File: src/eim_pkg.sv
`default_nettype none
package eim_pkg;
  localparam int unsigned CLK_MHZ        = 100;
  localparam int unsigned DEBOUNCE_US    = 10000;
  localparam int unsigned HOLD_ENTER_S   = 3;
  localparam int unsigned HOLD_PEAK_S    = 6;
  localparam int unsigned DEBOUNCE_CYC   = DEBOUNCE_US * CLK_MHZ;
  localparam int unsigned HOLD_ENTER_CYC = HOLD_ENTER_S * CLK_MHZ * 1000000;
  localparam int unsigned HOLD_PEAK_CYC  = HOLD_PEAK_S * CLK_MHZ * 1000000;

  localparam logic [7:0] OFS_CTRL   = 8'h00;
  localparam logic [7:0] OFS_SP1    = 8'h04;
  localparam logic [7:0] OFS_SP2    = 8'h08;
  localparam logic [7:0] OFS_BAND1  = 8'h0C;
  localparam logic [7:0] OFS_INT1   = 8'h10;
  localparam logic [7:0] OFS_DER1   = 8'h14;
  localparam logic [7:0] OFS_BAND2  = 8'h18;
  localparam logic [7:0] OFS_INT2   = 8'h1C;
  localparam logic [7:0] OFS_DER2   = 8'h20;
  localparam logic [7:0] OFS_MANUAL = 8'h24;
  localparam logic [7:0] OFS_STATUS = 8'h28;
  localparam logic [7:0] OFS_ACTSP  = 8'h2C;
  localparam logic [7:0] OFS_ACTPID = 8'h30;
  localparam logic [7:0] OFS_PEAK   = 8'h34;
  localparam logic [7:0] OFS_HEATER = 8'h38;
  localparam logic [7:0] OFS_DRIVE  = 8'h3C;
  localparam logic [7:0] OFS_FILE   = 8'h40;

  localparam int unsigned CTRL_FN_LSB   = 0;
  localparam int unsigned CTRL_COOL_BIT = 4;
  localparam int unsigned CTRL_CT_BIT   = 5;
  localparam int unsigned CTRL_LAT1_BIT = 6;
  localparam int unsigned CTRL_LAT2_BIT = 7;

  localparam logic [7:0]  RST_CTRL   = 8'h00;
  localparam logic [15:0] RST_SP     = 16'h0000;
  localparam logic [15:0] RST_BAND   = 16'h00B4;
  localparam logic [15:0] RST_INT    = 16'h0064;
  localparam logic [15:0] RST_DER    = 16'h00FA;
  localparam logic [15:0] RST_PCT    = 16'h0000;
  localparam logic [15:0] PEAK_HI_RST = 16'h0000;
  localparam logic [15:0] PEAK_LO_RST = 16'hFFFF;

  typedef enum logic [3:0] {
    EVFN_NONE       = 4'h0,
    EVFN_SP2        = 4'h1,
    EVFN_TUNE2      = 4'h2,
    EVFN_BOTH2      = 4'h3,
    EVFN_CLR_A1     = 4'h4,
    EVFN_CLR_A2     = 4'h5,
    EVFN_CLR_A12    = 4'h6,
    EVFN_KILL_O1    = 4'h7,
    EVFN_KILL_O2    = 4'h8,
    EVFN_KILL_O12   = 4'h9,
    EVFN_LOCK       = 4'hA
  } eim_evfn_t;

  typedef enum logic [1:0] {
    MENU_NONE = 2'b00,
    MENU_HAND = 2'b01,
    MENU_DISP = 2'b10,
    MENU_FILE = 2'b11
  } eim_menu_t;
endpackage : eim_pkg
`default_nettype wire

File: src/eim_top.sv
// Summary of operation
// - Function none ignores the event, using primary set point and tuning terms.
// - Set point function: active event selects the secondary set point.
// - Tuning function: active event selects secondary band, integral, derivative.
// - Combined function: active event swaps set point and all tuning terms.
// - Tuning results go to secondary storage while the secondary set is selected.
// - Alarm-1 clear function clears alarm 1; persisting condition retriggers on release.
// - Alarm-2 clear function clears alarm 2; persisting condition retriggers on release.
// - Dual clear function clears both alarms; persisting ones retrigger on release.
// - Output-1 kill function forces output 1 drive to zero.
// - Output-2 kill function forces output 2 drive to zero.
// - Dual kill function zeroes both output drives one cycle after the debounced event goes active.
// - Killed outputs return to computed drive once the event releases.
// - Lock function blocks every bus parameter write while the event is active; reload and tuning results still write.
// - Function key held 3 s on hand menu enters manual mode, flashing display.
// - Manual mode drives output 1 open loop from the heating percentage.
// - Cooling percentage goes to output 2 only if output 2 is cooling.
// - Manual mode is refused while the active proportional band is zero.
// - Exit keys leave manual mode, back to the previous failure or normal mode.
// - Peak high and low values tracked; 6 s key hold clears and restarts them.
// - Heater current reading updates only while heater is powered, else holds.
// - Default selector accepts 0 or 1; 3 s hold reloads all other parameters.
// - Display mode changes no control operation and lasts until exit keys.
`timescale 1ns/1ns
`default_nettype none
module eim_top #(
  parameter int unsigned P_DEBOUNCE_CYC = eim_pkg::DEBOUNCE_CYC,
  parameter int unsigned P_HOLD_ENTER   = eim_pkg::HOLD_ENTER_CYC,
  parameter int unsigned P_HOLD_PEAK    = eim_pkg::HOLD_PEAK_CYC
) (
  input  wire logic        i_clk,
  input  wire logic        i_rst_n,
  input  wire logic [7:0]  i_avs_address,
  input  wire logic        i_avs_read,
  input  wire logic        i_avs_write,
  input  wire logic [31:0] i_avs_writedata,
  input  wire logic [3:0]  i_avs_byteenable,
  output logic [31:0]      o_avs_readdata,
  output logic             o_avs_waitrequest,
  input  wire logic        i_event_in,
  input  wire logic        i_key_func,
  input  wire logic        i_key_exit,
  input  wire eim_pkg::eim_menu_t i_menu,
  input  wire logic [15:0] i_pid_output_one,
  input  wire logic [15:0] i_pid_output_two,
  input  wire logic        i_alarm1_cond,
  input  wire logic        i_alarm2_cond,
  input  wire logic        i_fail_mode,
  input  wire logic        i_tune_done,
  input  wire logic [15:0] i_tune_band,
  input  wire logic [15:0] i_tune_int,
  input  wire logic [15:0] i_tune_der,
  input  wire logic        i_pv_valid,
  input  wire logic [15:0] i_pv,
  input  wire logic        i_heater_on,
  input  wire logic        i_ct_valid,
  input  wire logic [15:0] i_ct_sample,
  output logic [15:0]      o_active_sp,
  output logic [15:0]      o_active_band,
  output logic [15:0]      o_active_int,
  output logic [15:0]      o_active_der,
  output logic [15:0]      o_output_one_drive,
  output logic [15:0]      o_output_two_drive,
  output logic             o_alarm1,
  output logic             o_alarm2,
  output logic             o_manual,
  output logic             o_flash,
  output logic             o_disp_mode,
  output logic             o_reload,
  output logic             o_reload_file
);
  import eim_pkg::*;

  function automatic logic [15:0] merge16(input logic [15:0] old, input logic [15:0] wd,
                                          input logic [1:0] be);
    merge16 = {be[1] ? wd[15:8] : old[15:8], be[0] ? wd[7:0] : old[7:0]};
  endfunction : merge16

  // Reset release
  logic rst_meta_ff, rst_n_ff;
  always_ff @(posedge i_clk or negedge i_rst_n) begin
    if (!i_rst_n) begin
      rst_meta_ff <= 1'b0;
      rst_n_ff    <= 1'b0;
    end else begin
      rst_meta_ff <= 1'b1;
      rst_n_ff    <= rst_meta_ff;
    end
  end

  // Event synchroniser and debounce
  logic        ev_meta_ff, ev_sync_ff, ev_ff;
  logic [31:0] deb_cnt_ff;
  always_ff @(posedge i_clk or negedge rst_n_ff) begin
    if (!rst_n_ff) begin
      ev_meta_ff <= 1'b0;
      ev_sync_ff <= 1'b0;
      ev_ff      <= 1'b0;
      deb_cnt_ff <= 32'h00000000;
    end else begin
      ev_meta_ff <= i_event_in;
      ev_sync_ff <= ev_meta_ff;
      if (ev_sync_ff == ev_ff) begin
        deb_cnt_ff <= 32'h00000000;
      end else if (deb_cnt_ff >= P_DEBOUNCE_CYC - 1) begin
        ev_ff      <= ev_sync_ff;
        deb_cnt_ff <= 32'h00000000;
      end else begin
        deb_cnt_ff <= deb_cnt_ff + 32'h00000001;
      end
    end
  end

  // Parameter registers
  logic [7:0]  ctrl_ff;
  logic [15:0] sp1_ff, sp2_ff, band1_ff, int1_ff, der1_ff, band2_ff, int2_ff, der2_ff;
  logic [15:0] heat_pct_ff, cool_pct_ff;
  logic        file_sel_ff;
  eim_evfn_t   fn;
  assign fn = eim_evfn_t'(ctrl_ff[CTRL_FN_LSB +: 4]);

  logic ev_sp2, ev_tune2, clr1, clr2, kill1, kill2, lock;
  assign ev_sp2   = ev_ff && (fn == EVFN_SP2 || fn == EVFN_BOTH2);
  assign ev_tune2 = ev_ff && (fn == EVFN_TUNE2 || fn == EVFN_BOTH2);
  assign clr1     = ev_ff && (fn == EVFN_CLR_A1 || fn == EVFN_CLR_A12);
  assign clr2     = ev_ff && (fn == EVFN_CLR_A2 || fn == EVFN_CLR_A12);
  assign kill1    = ev_ff && (fn == EVFN_KILL_O1 || fn == EVFN_KILL_O12);
  assign kill2    = ev_ff && (fn == EVFN_KILL_O2 || fn == EVFN_KILL_O12);
  assign lock     = ev_ff && (fn == EVFN_LOCK);

  // Bus slave: one wait cycle, answer on the second
  logic ack_ff;
  logic req;
  logic wr_go;
  assign req               = i_avs_read || i_avs_write;
  assign o_avs_waitrequest = req && !ack_ff;
  assign wr_go             = i_avs_write && ack_ff && !lock;
  always_ff @(posedge i_clk or negedge rst_n_ff) begin
    if (!rst_n_ff) begin
      ack_ff <= 1'b0;
    end else begin
      ack_ff <= req && !ack_ff;
    end
  end

  // Key hold timing, one event per press
  logic [31:0] hold_cnt_ff;
  logic        hold_enter, hold_peak, func_prev_ff, func_press;
  assign hold_enter = i_key_func && (hold_cnt_ff == P_HOLD_ENTER - 1);
  assign hold_peak  = i_key_func && (hold_cnt_ff == P_HOLD_PEAK - 1);
  assign func_press = i_key_func && !func_prev_ff;
  always_ff @(posedge i_clk or negedge rst_n_ff) begin
    if (!rst_n_ff) begin
      hold_cnt_ff  <= 32'h00000000;
      func_prev_ff <= 1'b0;
    end else begin
      func_prev_ff <= i_key_func;
      if (!i_key_func) begin
        hold_cnt_ff <= 32'h00000000;
      end else if (hold_cnt_ff != 32'hFFFFFFFF) begin
        hold_cnt_ff <= hold_cnt_ff + 32'h00000001;
      end
    end
  end

  logic do_reload;
  assign do_reload = hold_enter && (i_menu == MENU_FILE);

  // Parameter store; reload and tuning share it with software
  always_ff @(posedge i_clk or negedge rst_n_ff) begin
    if (!rst_n_ff) begin
      ctrl_ff <= RST_CTRL;
      sp1_ff <= RST_SP;
      sp2_ff <= RST_SP;
      band1_ff <= RST_BAND;
      int1_ff <= RST_INT;
      der1_ff <= RST_DER;
      band2_ff <= RST_BAND;
      int2_ff <= RST_INT;
      der2_ff <= RST_DER;
      heat_pct_ff <= RST_PCT;
      cool_pct_ff <= RST_PCT;
      file_sel_ff <= 1'b0;
    end else if (do_reload) begin
      ctrl_ff <= RST_CTRL;
      sp1_ff <= RST_SP;
      sp2_ff <= RST_SP;
      band1_ff <= RST_BAND;
      int1_ff <= RST_INT;
      der1_ff <= RST_DER;
      band2_ff <= RST_BAND;
      int2_ff <= RST_INT;
      der2_ff <= RST_DER;
      heat_pct_ff <= RST_PCT;
      cool_pct_ff <= RST_PCT;
    end else if (i_tune_done) begin
      if (ev_tune2) begin
        band2_ff <= i_tune_band;
        int2_ff  <= i_tune_int;
        der2_ff  <= i_tune_der;
      end else begin
        band1_ff <= i_tune_band;
        int1_ff  <= i_tune_int;
        der1_ff  <= i_tune_der;
      end
    end else if (wr_go) begin
      case (i_avs_address)
        OFS_CTRL: if (i_avs_byteenable[0]) ctrl_ff <= i_avs_writedata[7:0];
        OFS_SP1:   sp1_ff   <= merge16(sp1_ff, i_avs_writedata[15:0], i_avs_byteenable[1:0]);
        OFS_SP2:   sp2_ff   <= merge16(sp2_ff, i_avs_writedata[15:0], i_avs_byteenable[1:0]);
        OFS_BAND1: band1_ff <= merge16(band1_ff, i_avs_writedata[15:0], i_avs_byteenable[1:0]);
        OFS_INT1:  int1_ff  <= merge16(int1_ff, i_avs_writedata[15:0], i_avs_byteenable[1:0]);
        OFS_DER1:  der1_ff  <= merge16(der1_ff, i_avs_writedata[15:0], i_avs_byteenable[1:0]);
        OFS_BAND2: band2_ff <= merge16(band2_ff, i_avs_writedata[15:0], i_avs_byteenable[1:0]);
        OFS_INT2:  int2_ff  <= merge16(int2_ff, i_avs_writedata[15:0], i_avs_byteenable[1:0]);
        OFS_DER2:  der2_ff  <= merge16(der2_ff, i_avs_writedata[15:0], i_avs_byteenable[1:0]);
        OFS_MANUAL: begin
          heat_pct_ff <= merge16(heat_pct_ff, i_avs_writedata[15:0], i_avs_byteenable[1:0]);
          cool_pct_ff <= merge16(cool_pct_ff, i_avs_writedata[31:16], i_avs_byteenable[3:2]);
        end
        // Low-byte values above one are refused, old selection kept
        OFS_FILE: if (i_avs_byteenable[0] && i_avs_writedata[7:1] == 7'h00) begin
          file_sel_ff <= i_avs_writedata[0];
        end
        default: ;
      endcase
    end
  end

  // Active set point and tuning terms
  logic [15:0] nxt_sp, nxt_band, nxt_int, nxt_der;
  always_comb begin
    nxt_sp   = ev_sp2 ? sp2_ff : sp1_ff;
    nxt_band = ev_tune2 ? band2_ff : band1_ff;
    nxt_int  = ev_tune2 ? int2_ff : int1_ff;
    nxt_der  = ev_tune2 ? der2_ff : der1_ff;
  end
  always_ff @(posedge i_clk or negedge rst_n_ff) begin
    if (!rst_n_ff) begin
      o_active_sp   <= RST_SP;
      o_active_band <= RST_BAND;
      o_active_int  <= RST_INT;
      o_active_der  <= RST_DER;
    end else begin
      o_active_sp   <= nxt_sp;
      o_active_band <= nxt_band;
      o_active_int  <= nxt_int;
      o_active_der  <= nxt_der;
    end
  end

  // Alarms: clear holds them off, condition retriggers after release
  always_ff @(posedge i_clk or negedge rst_n_ff) begin
    if (!rst_n_ff) begin
      o_alarm1 <= 1'b0;
      o_alarm2 <= 1'b0;
    end else begin
      o_alarm1 <= !clr1 && (i_alarm1_cond || (o_alarm1 && ctrl_ff[CTRL_LAT1_BIT]));
      o_alarm2 <= !clr2 && (i_alarm2_cond || (o_alarm2 && ctrl_ff[CTRL_LAT2_BIT]));
    end
  end

  // Manual and display modes
  logic prev_fail_ff;
  always_ff @(posedge i_clk or negedge rst_n_ff) begin
    if (!rst_n_ff) begin
      o_manual     <= 1'b0;
      o_disp_mode  <= 1'b0;
      prev_fail_ff <= 1'b0;
    end else begin
      if (i_key_exit) begin
        o_manual <= 1'b0;
      end else if (hold_enter && i_menu == MENU_HAND && nxt_band != 16'h0000) begin
        o_manual     <= 1'b1;
        prev_fail_ff <= i_fail_mode;
      end
      // Display mode only gates what is shown, never control
      if (i_key_exit) begin
        o_disp_mode <= 1'b0;
      end else if (func_press && i_menu == MENU_DISP) begin
        o_disp_mode <= 1'b1;
      end
    end
  end
  assign o_flash = o_manual;

  // Output drive; kill outranks manual
  always_ff @(posedge i_clk or negedge rst_n_ff) begin
    if (!rst_n_ff) begin
      o_output_one_drive <= 16'h0000;
      o_output_two_drive <= 16'h0000;
    end else begin
      if (kill1) begin
        o_output_one_drive <= 16'h0000;
      end else if (o_manual) begin
        o_output_one_drive <= heat_pct_ff;
      end else begin
        o_output_one_drive <= i_pid_output_one;
      end
      if (kill2) begin
        o_output_two_drive <= 16'h0000;
      end else if (o_manual && ctrl_ff[CTRL_COOL_BIT]) begin
        o_output_two_drive <= cool_pct_ff;
      end else begin
        o_output_two_drive <= i_pid_output_two;
      end
    end
  end

  // Peaks, heater current, reload strobe
  logic [15:0] peak_hi_ff, peak_lo_ff, heater_ff;
  always_ff @(posedge i_clk or negedge rst_n_ff) begin
    if (!rst_n_ff) begin
      peak_hi_ff    <= PEAK_HI_RST;
      peak_lo_ff    <= PEAK_LO_RST;
      heater_ff     <= 16'h0000;
      o_reload      <= 1'b0;
      o_reload_file <= 1'b0;
    end else begin
      if (hold_peak && i_menu == MENU_DISP) begin
        peak_hi_ff <= PEAK_HI_RST;
        peak_lo_ff <= PEAK_LO_RST;
      end else if (i_pv_valid) begin
        if (i_pv > peak_hi_ff) peak_hi_ff <= i_pv;
        if (i_pv < peak_lo_ff) peak_lo_ff <= i_pv;
      end
      if (ctrl_ff[CTRL_CT_BIT] && i_heater_on && i_ct_valid) begin
        heater_ff <= i_ct_sample;
      end
      o_reload <= do_reload;
      if (do_reload) o_reload_file <= file_sel_ff;
    end
  end

  // Read data, registered on the wait cycle
  logic [31:0] nxt_rdata;
  always_comb begin
    case (i_avs_address)
      OFS_CTRL:   nxt_rdata = {24'h000000, ctrl_ff};
      OFS_SP1:    nxt_rdata = {16'h0000, sp1_ff};
      OFS_SP2:    nxt_rdata = {16'h0000, sp2_ff};
      OFS_BAND1:  nxt_rdata = {16'h0000, band1_ff};
      OFS_INT1:   nxt_rdata = {16'h0000, int1_ff};
      OFS_DER1:   nxt_rdata = {16'h0000, der1_ff};
      OFS_BAND2:  nxt_rdata = {16'h0000, band2_ff};
      OFS_INT2:   nxt_rdata = {16'h0000, int2_ff};
      OFS_DER2:   nxt_rdata = {16'h0000, der2_ff};
      OFS_MANUAL: nxt_rdata = {cool_pct_ff, heat_pct_ff};
      OFS_STATUS: nxt_rdata = {22'h000000, prev_fail_ff, o_disp_mode, o_manual, lock,
                               o_alarm2, o_alarm1, ev_tune2, ev_sp2, i_fail_mode, ev_ff};
      OFS_ACTSP:  nxt_rdata = {16'h0000, o_active_sp};
      OFS_ACTPID: nxt_rdata = {o_active_int, o_active_band};
      OFS_PEAK:   nxt_rdata = {peak_lo_ff, peak_hi_ff};
      OFS_HEATER: nxt_rdata = {16'h0000, heater_ff};
      OFS_DRIVE:  nxt_rdata = {o_output_two_drive, o_output_one_drive};
      OFS_FILE:   nxt_rdata = {31'h00000000, file_sel_ff};
      default:    nxt_rdata = 32'h00000000;
    endcase
  end
  always_ff @(posedge i_clk or negedge rst_n_ff) begin
    if (!rst_n_ff) begin
      o_avs_readdata <= 32'h00000000;
    end else if (i_avs_read && !ack_ff) begin
      o_avs_readdata <= nxt_rdata;
    end
  end
endmodule : eim_top
`default_nettype wire

File: config.mk
export PLATFORM = sky130hd
export DESIGN_NAME = eim_top
export DESIGN_NICKNAME = d
export VERILOG_FILES = /design/src/eim_pkg.sv /design/src/eim_top.sv
export SDC_FILE = /design/constraint.sdc
export NUM_CORES = 1
export LEC_CHECK = 0
export BUFFER_PORTS_ARGS = -buffer_cell sky130_fd_sc_hd__buf_4
export CORE_MARGIN = 2
export CORE_UTILIZATION = 28
export CTS_BUF_LIST = sky130_fd_sc_hd__clkbuf_8
export DETAILED_ROUTE_END_ITERATION = 6
export GPL_TIMING_DRIVEN = 0
export PLACE_DENSITY = 0.45
export SYNTH_ARGS = -nofsm -noshare
export SYNTH_HDL_FRONTEND = slang
export SYNTH_SLANG_ARGS = --single-unit
File: constraint.sdc
create_clock -name i_clk -period 38.6 [get_ports i_clk]
set_input_delay 5.79 -clock i_clk [delete_from_list [all_inputs] [get_ports i_clk]]
set_output_delay 5.79 -clock i_clk [all_outputs]
set_load 0.05 [all_outputs]
==> results of run 1 <==
[layer usage]
metal  wire (µm)  global-route usage  vias up
met5          91                   0        -
met4        4128             0.09872       12
met3        6642             0.04796      202
met2       47530              0.4184      804
met1       42780              0.3325     9349
li1            -                   -     8116
[synthesized netlist by cell type, types with 9 or more instances]
master    instances  share of area
buf_2            24         0.0056
mux2_2          123          0.065
nor3_1           29         0.0068
inv_1            45         0.0079
o21ai_0          52          0.012
a22o_1           12         0.0049
nand2b_1         12         0.0035
nor2_1          226          0.040
mux4_2           10          0.011
nand4_1          24         0.0070
nor2b_1          22         0.0064
a22oi_1          45          0.016
mux2i_1         160          0.075
nand2_1         197          0.035
a221oi_1         17         0.0070
buf_1            18         0.0032
xnor2_1          25          0.010
clkbuf_1         75          0.013
ha_1             33          0.019
and2_1           31         0.0091
or3_1             9         0.0026
xor2_1           19         0.0078
nor4_1           32         0.0094
and3_1            9         0.0026
dfstp_2          55          0.068
o22ai_1          15         0.0044
dfrtp_1         368           0.43
a21oi_1          79          0.019
nand3_1          43          0.010
o31ai_1          62          0.022
[worst reg2reg max path: cells and delay by family (launching register included)]
family	cells	cell delay, ps
buf+inv	4	1680
flops	1	350
simple gates	5	1090
[area by class of cell]
cell class / instances / area, µm² / share of cell area
inverters: 45 / 168.9 / 0.006288
plain buffers: 124 / 540.5 / 0.02012
repair buffers: 312 / 2486 / 0.09255
clock inverters: 40 / 232.7 / 0.008664
well taps: 978 / 1224 / 0.04555
multi-input cells: 1435 / 10060 / 0.3744
flip-flops and latches: 423 / 10660 / 0.3968
diodes: 4 / 10.01 / 0.0003726
clock buffers: 108 / 1486 / 0.05534
[placed cells by master (no fill, tap or decap), drive strengths merged, types with 43 or more instances in the layout]
cell type  count
o31ai         62
buf          361
mux2         129
dfrtp        368
a21oi         79
nor2         230
clkbuf       183
o21ai         52
nand2        197
inv           73
nand3         43
mux2i        160
a22oi         45
dfstp         55
[through the flow]
step	worst slack (ps)	utilization
floorplan	26030	-
finish	26530	0.3549
global route	26490	0.3548
detailed placement	26530	0.3320
CTS	26520	0.3547
global placement	20350	0.3291
[worst min-delay path by stage]
stage | endpoint | cells past startpoint
after detailed placement | o_active_der[10] | 0
after global routing | o_active_der[8] | 0
after floorplan | ev_sync_ff | 0
after CTS | o_active_der[9] | 0
final | o_active_der[9] | 0
after global placement | rst_n_ff | 0
[cell families (layout without fill, tap and decap cells)]
| logic type | after synthesis | after routing | share of synthesized area |
|---|---|---|---|
| adder cells (fa/ha/maj) | 33 | 33 | 0.01932 |
| buffers and inverters | 169 | 629 | 0.03320 |
| flip-flops | 423 | 423 | 0.4986 |
| AO/OA/AOI/OAI | 359 | 359 | 0.1193 |
| multiplexers | 299 | 299 | 0.1545 |
| XOR/XNOR | 44 | 44 | 0.01803 |
| AND/OR/NAND/NOR | 687 | 687 | 0.1567 |
| other | 2 | 17 | 0.0003515 |
[power breakdown]
part           internal [W]  total, W  switching [W]
clock              0.000263  0.000475       0.000211
sequential         0.000490  0.000533      0.0000432
combinational     0.0000867  0.000239       0.000152
==> impl_metrics.tcl, run 1 <==
set metrics [dict create \
    core-area_um2 75700 \
    syn_area_um2 21370 \
    crit_slowest_cell "buf_4" \
    die_h_um 280.3 \
    drtAntennaViolNets 0 \
    setup.worst_path.start "i_avs_read" \
    endpoint "o_avs_waitrequest" \
    antenna_found_initial 13 \
    synth-seq-cells 423 \
    cts_resized 0 \
    clkTransAtPathRegs_ps 60 \
    grt_max_degree 69 \
    finalInstanceArea_um2 26860 \
    drt_wl_total_um 101200 \
    max-cap-violations 0 \
    cts-hold-fix-buffers 0 \
    gp_congestion 0.9655 \
    hold_viol 0 \
    ys.flop_type "dfrtp_1" \
    rsz0062_at_grt "no" \
    setup_tns_ps 0 \
    htreeDepth 3 \
    avgSynthCellArea_um2 10.60 \
    dp.cells 3317 \
    async_flop_share 1.000 \
    ios 308 \
    cp_cell_sequence "buf_4 > nor2_1 > nor2_1 > buf_4" \
    fin_nets 2629 \
    synth_seq_area_share 0.4986 \
    crit_required_ps 32810 \
    path_buf_inv 2 \
    critPathCaptureType "primary output" \
    placed_cell_area_um2 25130 \
    power_density_nw_per_um2 46.41 \
    drive_above_1_share 0.2811 \
    grt_overflow 0 \
    p_leak_nw 11.98 \
    critPathArrivalTime_ps 6280 \
    hpwl_um 79220 \
    synthToLayoutAreaGrowth_pct 25.71 \
    die-area_um2 78540 \
    cp_top_family "buffers and inverters" \
    power.total_w 0.001247 \
    rows 101 \
    io_buffer_count 304 \
    r2r-start "hold_cnt_ff[8]" \
    finalCritPeriodShare 0.3128 \
    peakVddDrop_v 0.00002111 \
    crit_cells 4 \
    firstDrtPassIters 6 \
    clk_latency_ps 700 \
    post_cts_buffers 0 \
    nFillCells 7770 \
    rrSetupSlack_ps 35300 \
    drcViolationCount 0 \
    drt-wirelength-per-cell_um 29.16 \
    grt_pass1_vias 18812 \
    numCtsBuffers 83 \
    final_cells 3469 \
    start_kind "input port" \
    cts_tree "built" \
    die_w_um 280.3 \
    cts_buffer_depth 3 \
    cts.sinks 423 \
    gr-usage-all-layers 0.2551 \
    slew_viol_final 0 \
    vias 18483 \
    synth_cell_types 89 \
    timing.fmax_mhz 82.83 \
    hold_ws_ps 287.2 \
    finClkSkew_ps 36.94 \
    start_util 0.2823 \
    vias_per_cell 5.328 \
    relSlewSlack 0.1124 \
    rr_worst_depth 9 \
    outcome "finished clean" \
    ys_warn_count 0 \
    top_regs "deb_cnt_ff: 32 flops, hold_cnt_ff: 32 flops, o_avs_readdata: 32 flops" \
    min-delay-path-class "register to async pin" \
    root_buffer "clkbuf_8" \
    crit_fanout 3 \
    worst-slew-pin-transition_ps 1331 \
    crit_type "input port to primary output" \
    grt_pass1_wl_um 141900 \
    drt_iter0_drc 1537 \
    syn_inst 2016 \
    synth-edff-count 0 \
    finalSetupViolCount 0 \
    reg2reg_to "cool_pct_ff[8]" \
    period_needed_ps 12070 \
    max_stage_delay_ps 220 \
]
Power figures use the tool's default switching activity.
==> run 2: changes to the inputs <==
==> constraint.sdc (replaced) <==
create_clock -name i_clk -period 11.4 [get_ports i_clk]
set_input_delay 1.71 -clock i_clk [delete_from_list [all_inputs] [get_ports i_clk]]
set_output_delay 1.71 -clock i_clk [all_outputs]
set_load 0.05 [all_outputs]
==> run 2 against run 1 <==
The flow now finishes with violations (DRC); final area down 0.30%; sequential cell count is the same; final cell count is 0.17% lower; via count is 0.43% higher; core utilization shrank 0.11 points.
==> impl_metrics.tcl, run 2 (same netlist as run 1, synthesis figures left out) <==
set metrics [dict create \
    rr_worst_depth 9 \
    drt_iter0_drc 1583 \
    r2r-start "hold_cnt_ff[8]" \
    cts-hold-fix-buffers 0 \
    power.total_w 0.004195 \
    setup_tns_ps 0 \
    crit_slowest_cell "buf_1" \
    gp_congestion 0.9446 \
    cp_cell_sequence "buf_4 > buf_2 > buf_1 > clkbuf_1 > mux2i_1 > nor3_1 > nor4_1 > a21oi_1" \
    finalCritPeriodShare 0.3770 \
    root_buffer "clkbuf_8" \
    cts_buffer_depth 3 \
    drcViolationCount 1 \
    crit_fanout 10 \
    crit_type "input port to register" \
    final_cell_mix "367 x dfrtp_1, 306 x buf_4, 226 x nor2_1, 197 x nand2_1, 160 x mux2i_1" \
    core-area_um2 75700 \
    p_sw_w 0.001372 \
    gr-usage-all-layers 0.2546 \
    combPwrFrac 0.193 \
    finClkSkew_ps 30.54 \
    hpwl_um 78820 \
    fin_nets 2627 \
    hold_viol 0 \
    start_util 0.2823 \
    drtAntennaViolNets 0 \
    crit_required_ps 11960 \
    vias_per_cell 5.360 \
    clkTransAtPathRegs_ps 60 \
    vias 18563 \
    htreeDepth 3 \
    pwr-share-clk 0.376 \
    die_h_um 280.3 \
    peakVddDrop_v 0.00006804 \
    numCtsBuffers 83 \
    placed_cell_area_um2 25090 \
    firstDrtPassIters 7 \
    finalInstanceArea_um2 26780 \
    rows 101 \
    reg2reg_to "cool_pct_ff[9]" \
    relSlewSlack 0.05931 \
    drt_wl_total_um 101300 \
    post_cts_buffers 0 \
    min-delay-path-class "register to async pin" \
    die_w_um 280.3 \
    clk_latency_ps 690 \
    synthToLayoutAreaGrowth_pct 25.33 \
    outcome "finished with violations" \
    rsz0062_at_grt "no" \
    power_density_nw_per_um2 156.6 \
    timing.fmax_mhz 232.7 \
    grt_overflow 0 \
    setup.worst_path.start "i_avs_address[3]" \
    switching_share 0.3269 \
    rrSetupSlack_ps 8080 \
    finalSetupViolCount 0 \
    antenna_found_initial 13 \
    mostFrequentLayoutCell "dfrtp_1" \
    critPathCaptureType "register" \
    drive_above_1_share 0.2787 \
    slew_viol_final 0 \
    grt_max_degree 71 \
    cts_resized 0 \
    period_needed_ps 4297 \
    io_buffer_count 304 \
    worst-slew-pin-transition_ps 1400 \
    drt-wirelength-per-cell_um 29.26 \
    die-area_um2 78540 \
    grt_pass1_vias 19127 \
    max_stage_delay_ps 940 \
    endpoint "o_avs_readdata[10]" \
    start_kind "input port" \
    max-cap-violations 0 \
    ios 308 \
    top_regs "deb_cnt_ff: 32 flops, hold_cnt_ff: 32 flops, o_avs_readdata: 32 flops" \
    cts_tree "built" \
    p_leak_nw 11.95 \
    grt_pass1_wl_um 141800 \
    cts.sinks 423 \
    p_int_w 0.002823 \
    seq_power_share 0.431 \
    violations "DRC" \
    critPathArrivalTime_ps 4860 \
]
[run 2: changes by cell type in the layout (fill, tap and decap cells not counted), sizes merged]
cell    before  now
inv         73   74
diode        4    2
clkinv       9    6
buf        361  359
clkbuf     183  184
bufinv       2    1
[run 2: cell type report]
type	count	area [µm²]
fillers	7744	48920
diodes	2	5.005
repair buffers	310	2447
flip-flops and latches	423	10660
clock inverters	37	181.4
well taps	978	1224
inverters	45	168.9
clock buffers	109	1500
multi-input cells	1435	10060
plain buffers	124	540.5
[run 2: worst min path at each step]
stage,from,slack (ps),cells after the start,end
final,rst_n_ff,310,0,o_active_der[10]
after CTS,rst_n_ff,340,0,o_active_der[11]
after detailed placement,rst_n_ff,340,0,o_active_der[9]
after global routing,rst_n_ff,360,0,o_active_der[11]
after floorplan,rst_meta_ff,330,0,rst_n_ff
after global placement,rst_meta_ff,340,0,rst_n_ff
[run 2: through the flow]
stage	hold slack, ps	worst slack [ps]	std cells	utilization
final	314.8	7103	3463	0.3538
after global routing	358.2	7116	3462	0.3538
after CTS	339.5	7255	3461	0.3537
after detailed placement	340.1	6541	3315	0.3315
after global placement	335.9	1481	3309	0.3292
after floorplan	331.1	4553	2027	-
[run 2: power groups by stage]
stage | Clock, W | Sequential, W | Combinational [W]
floorplan | 0 | 0.00188 | 0.000364
global placement | 0 | 0.00186 | 0.000762
detailed placement | 0 | 0.00183 | 0.000808
CTS | 0.00162 | 0.00181 | 0.000812
global route | 0.00168 | 0.00182 | 0.000868
finish | 0.00158 | 0.00181 | 0.000808
[run 2: worst max-delay path, delay by kind of cell]
kind / cells / cell delay (ps)
compound gates: 1 / 110
mux: 1 / 350
buf+inv: 4 / 2300
simple gates: 2 / 360
[run 2: routing by layer]
layer	vias up	track usage	routed length, µm
li1	8111	-	-
met1	9385	0.3208	41910
met2	834	0.4200	47760
met3	213	0.06445	7729
met4	20	0.09420	3801
met5	-	0	127
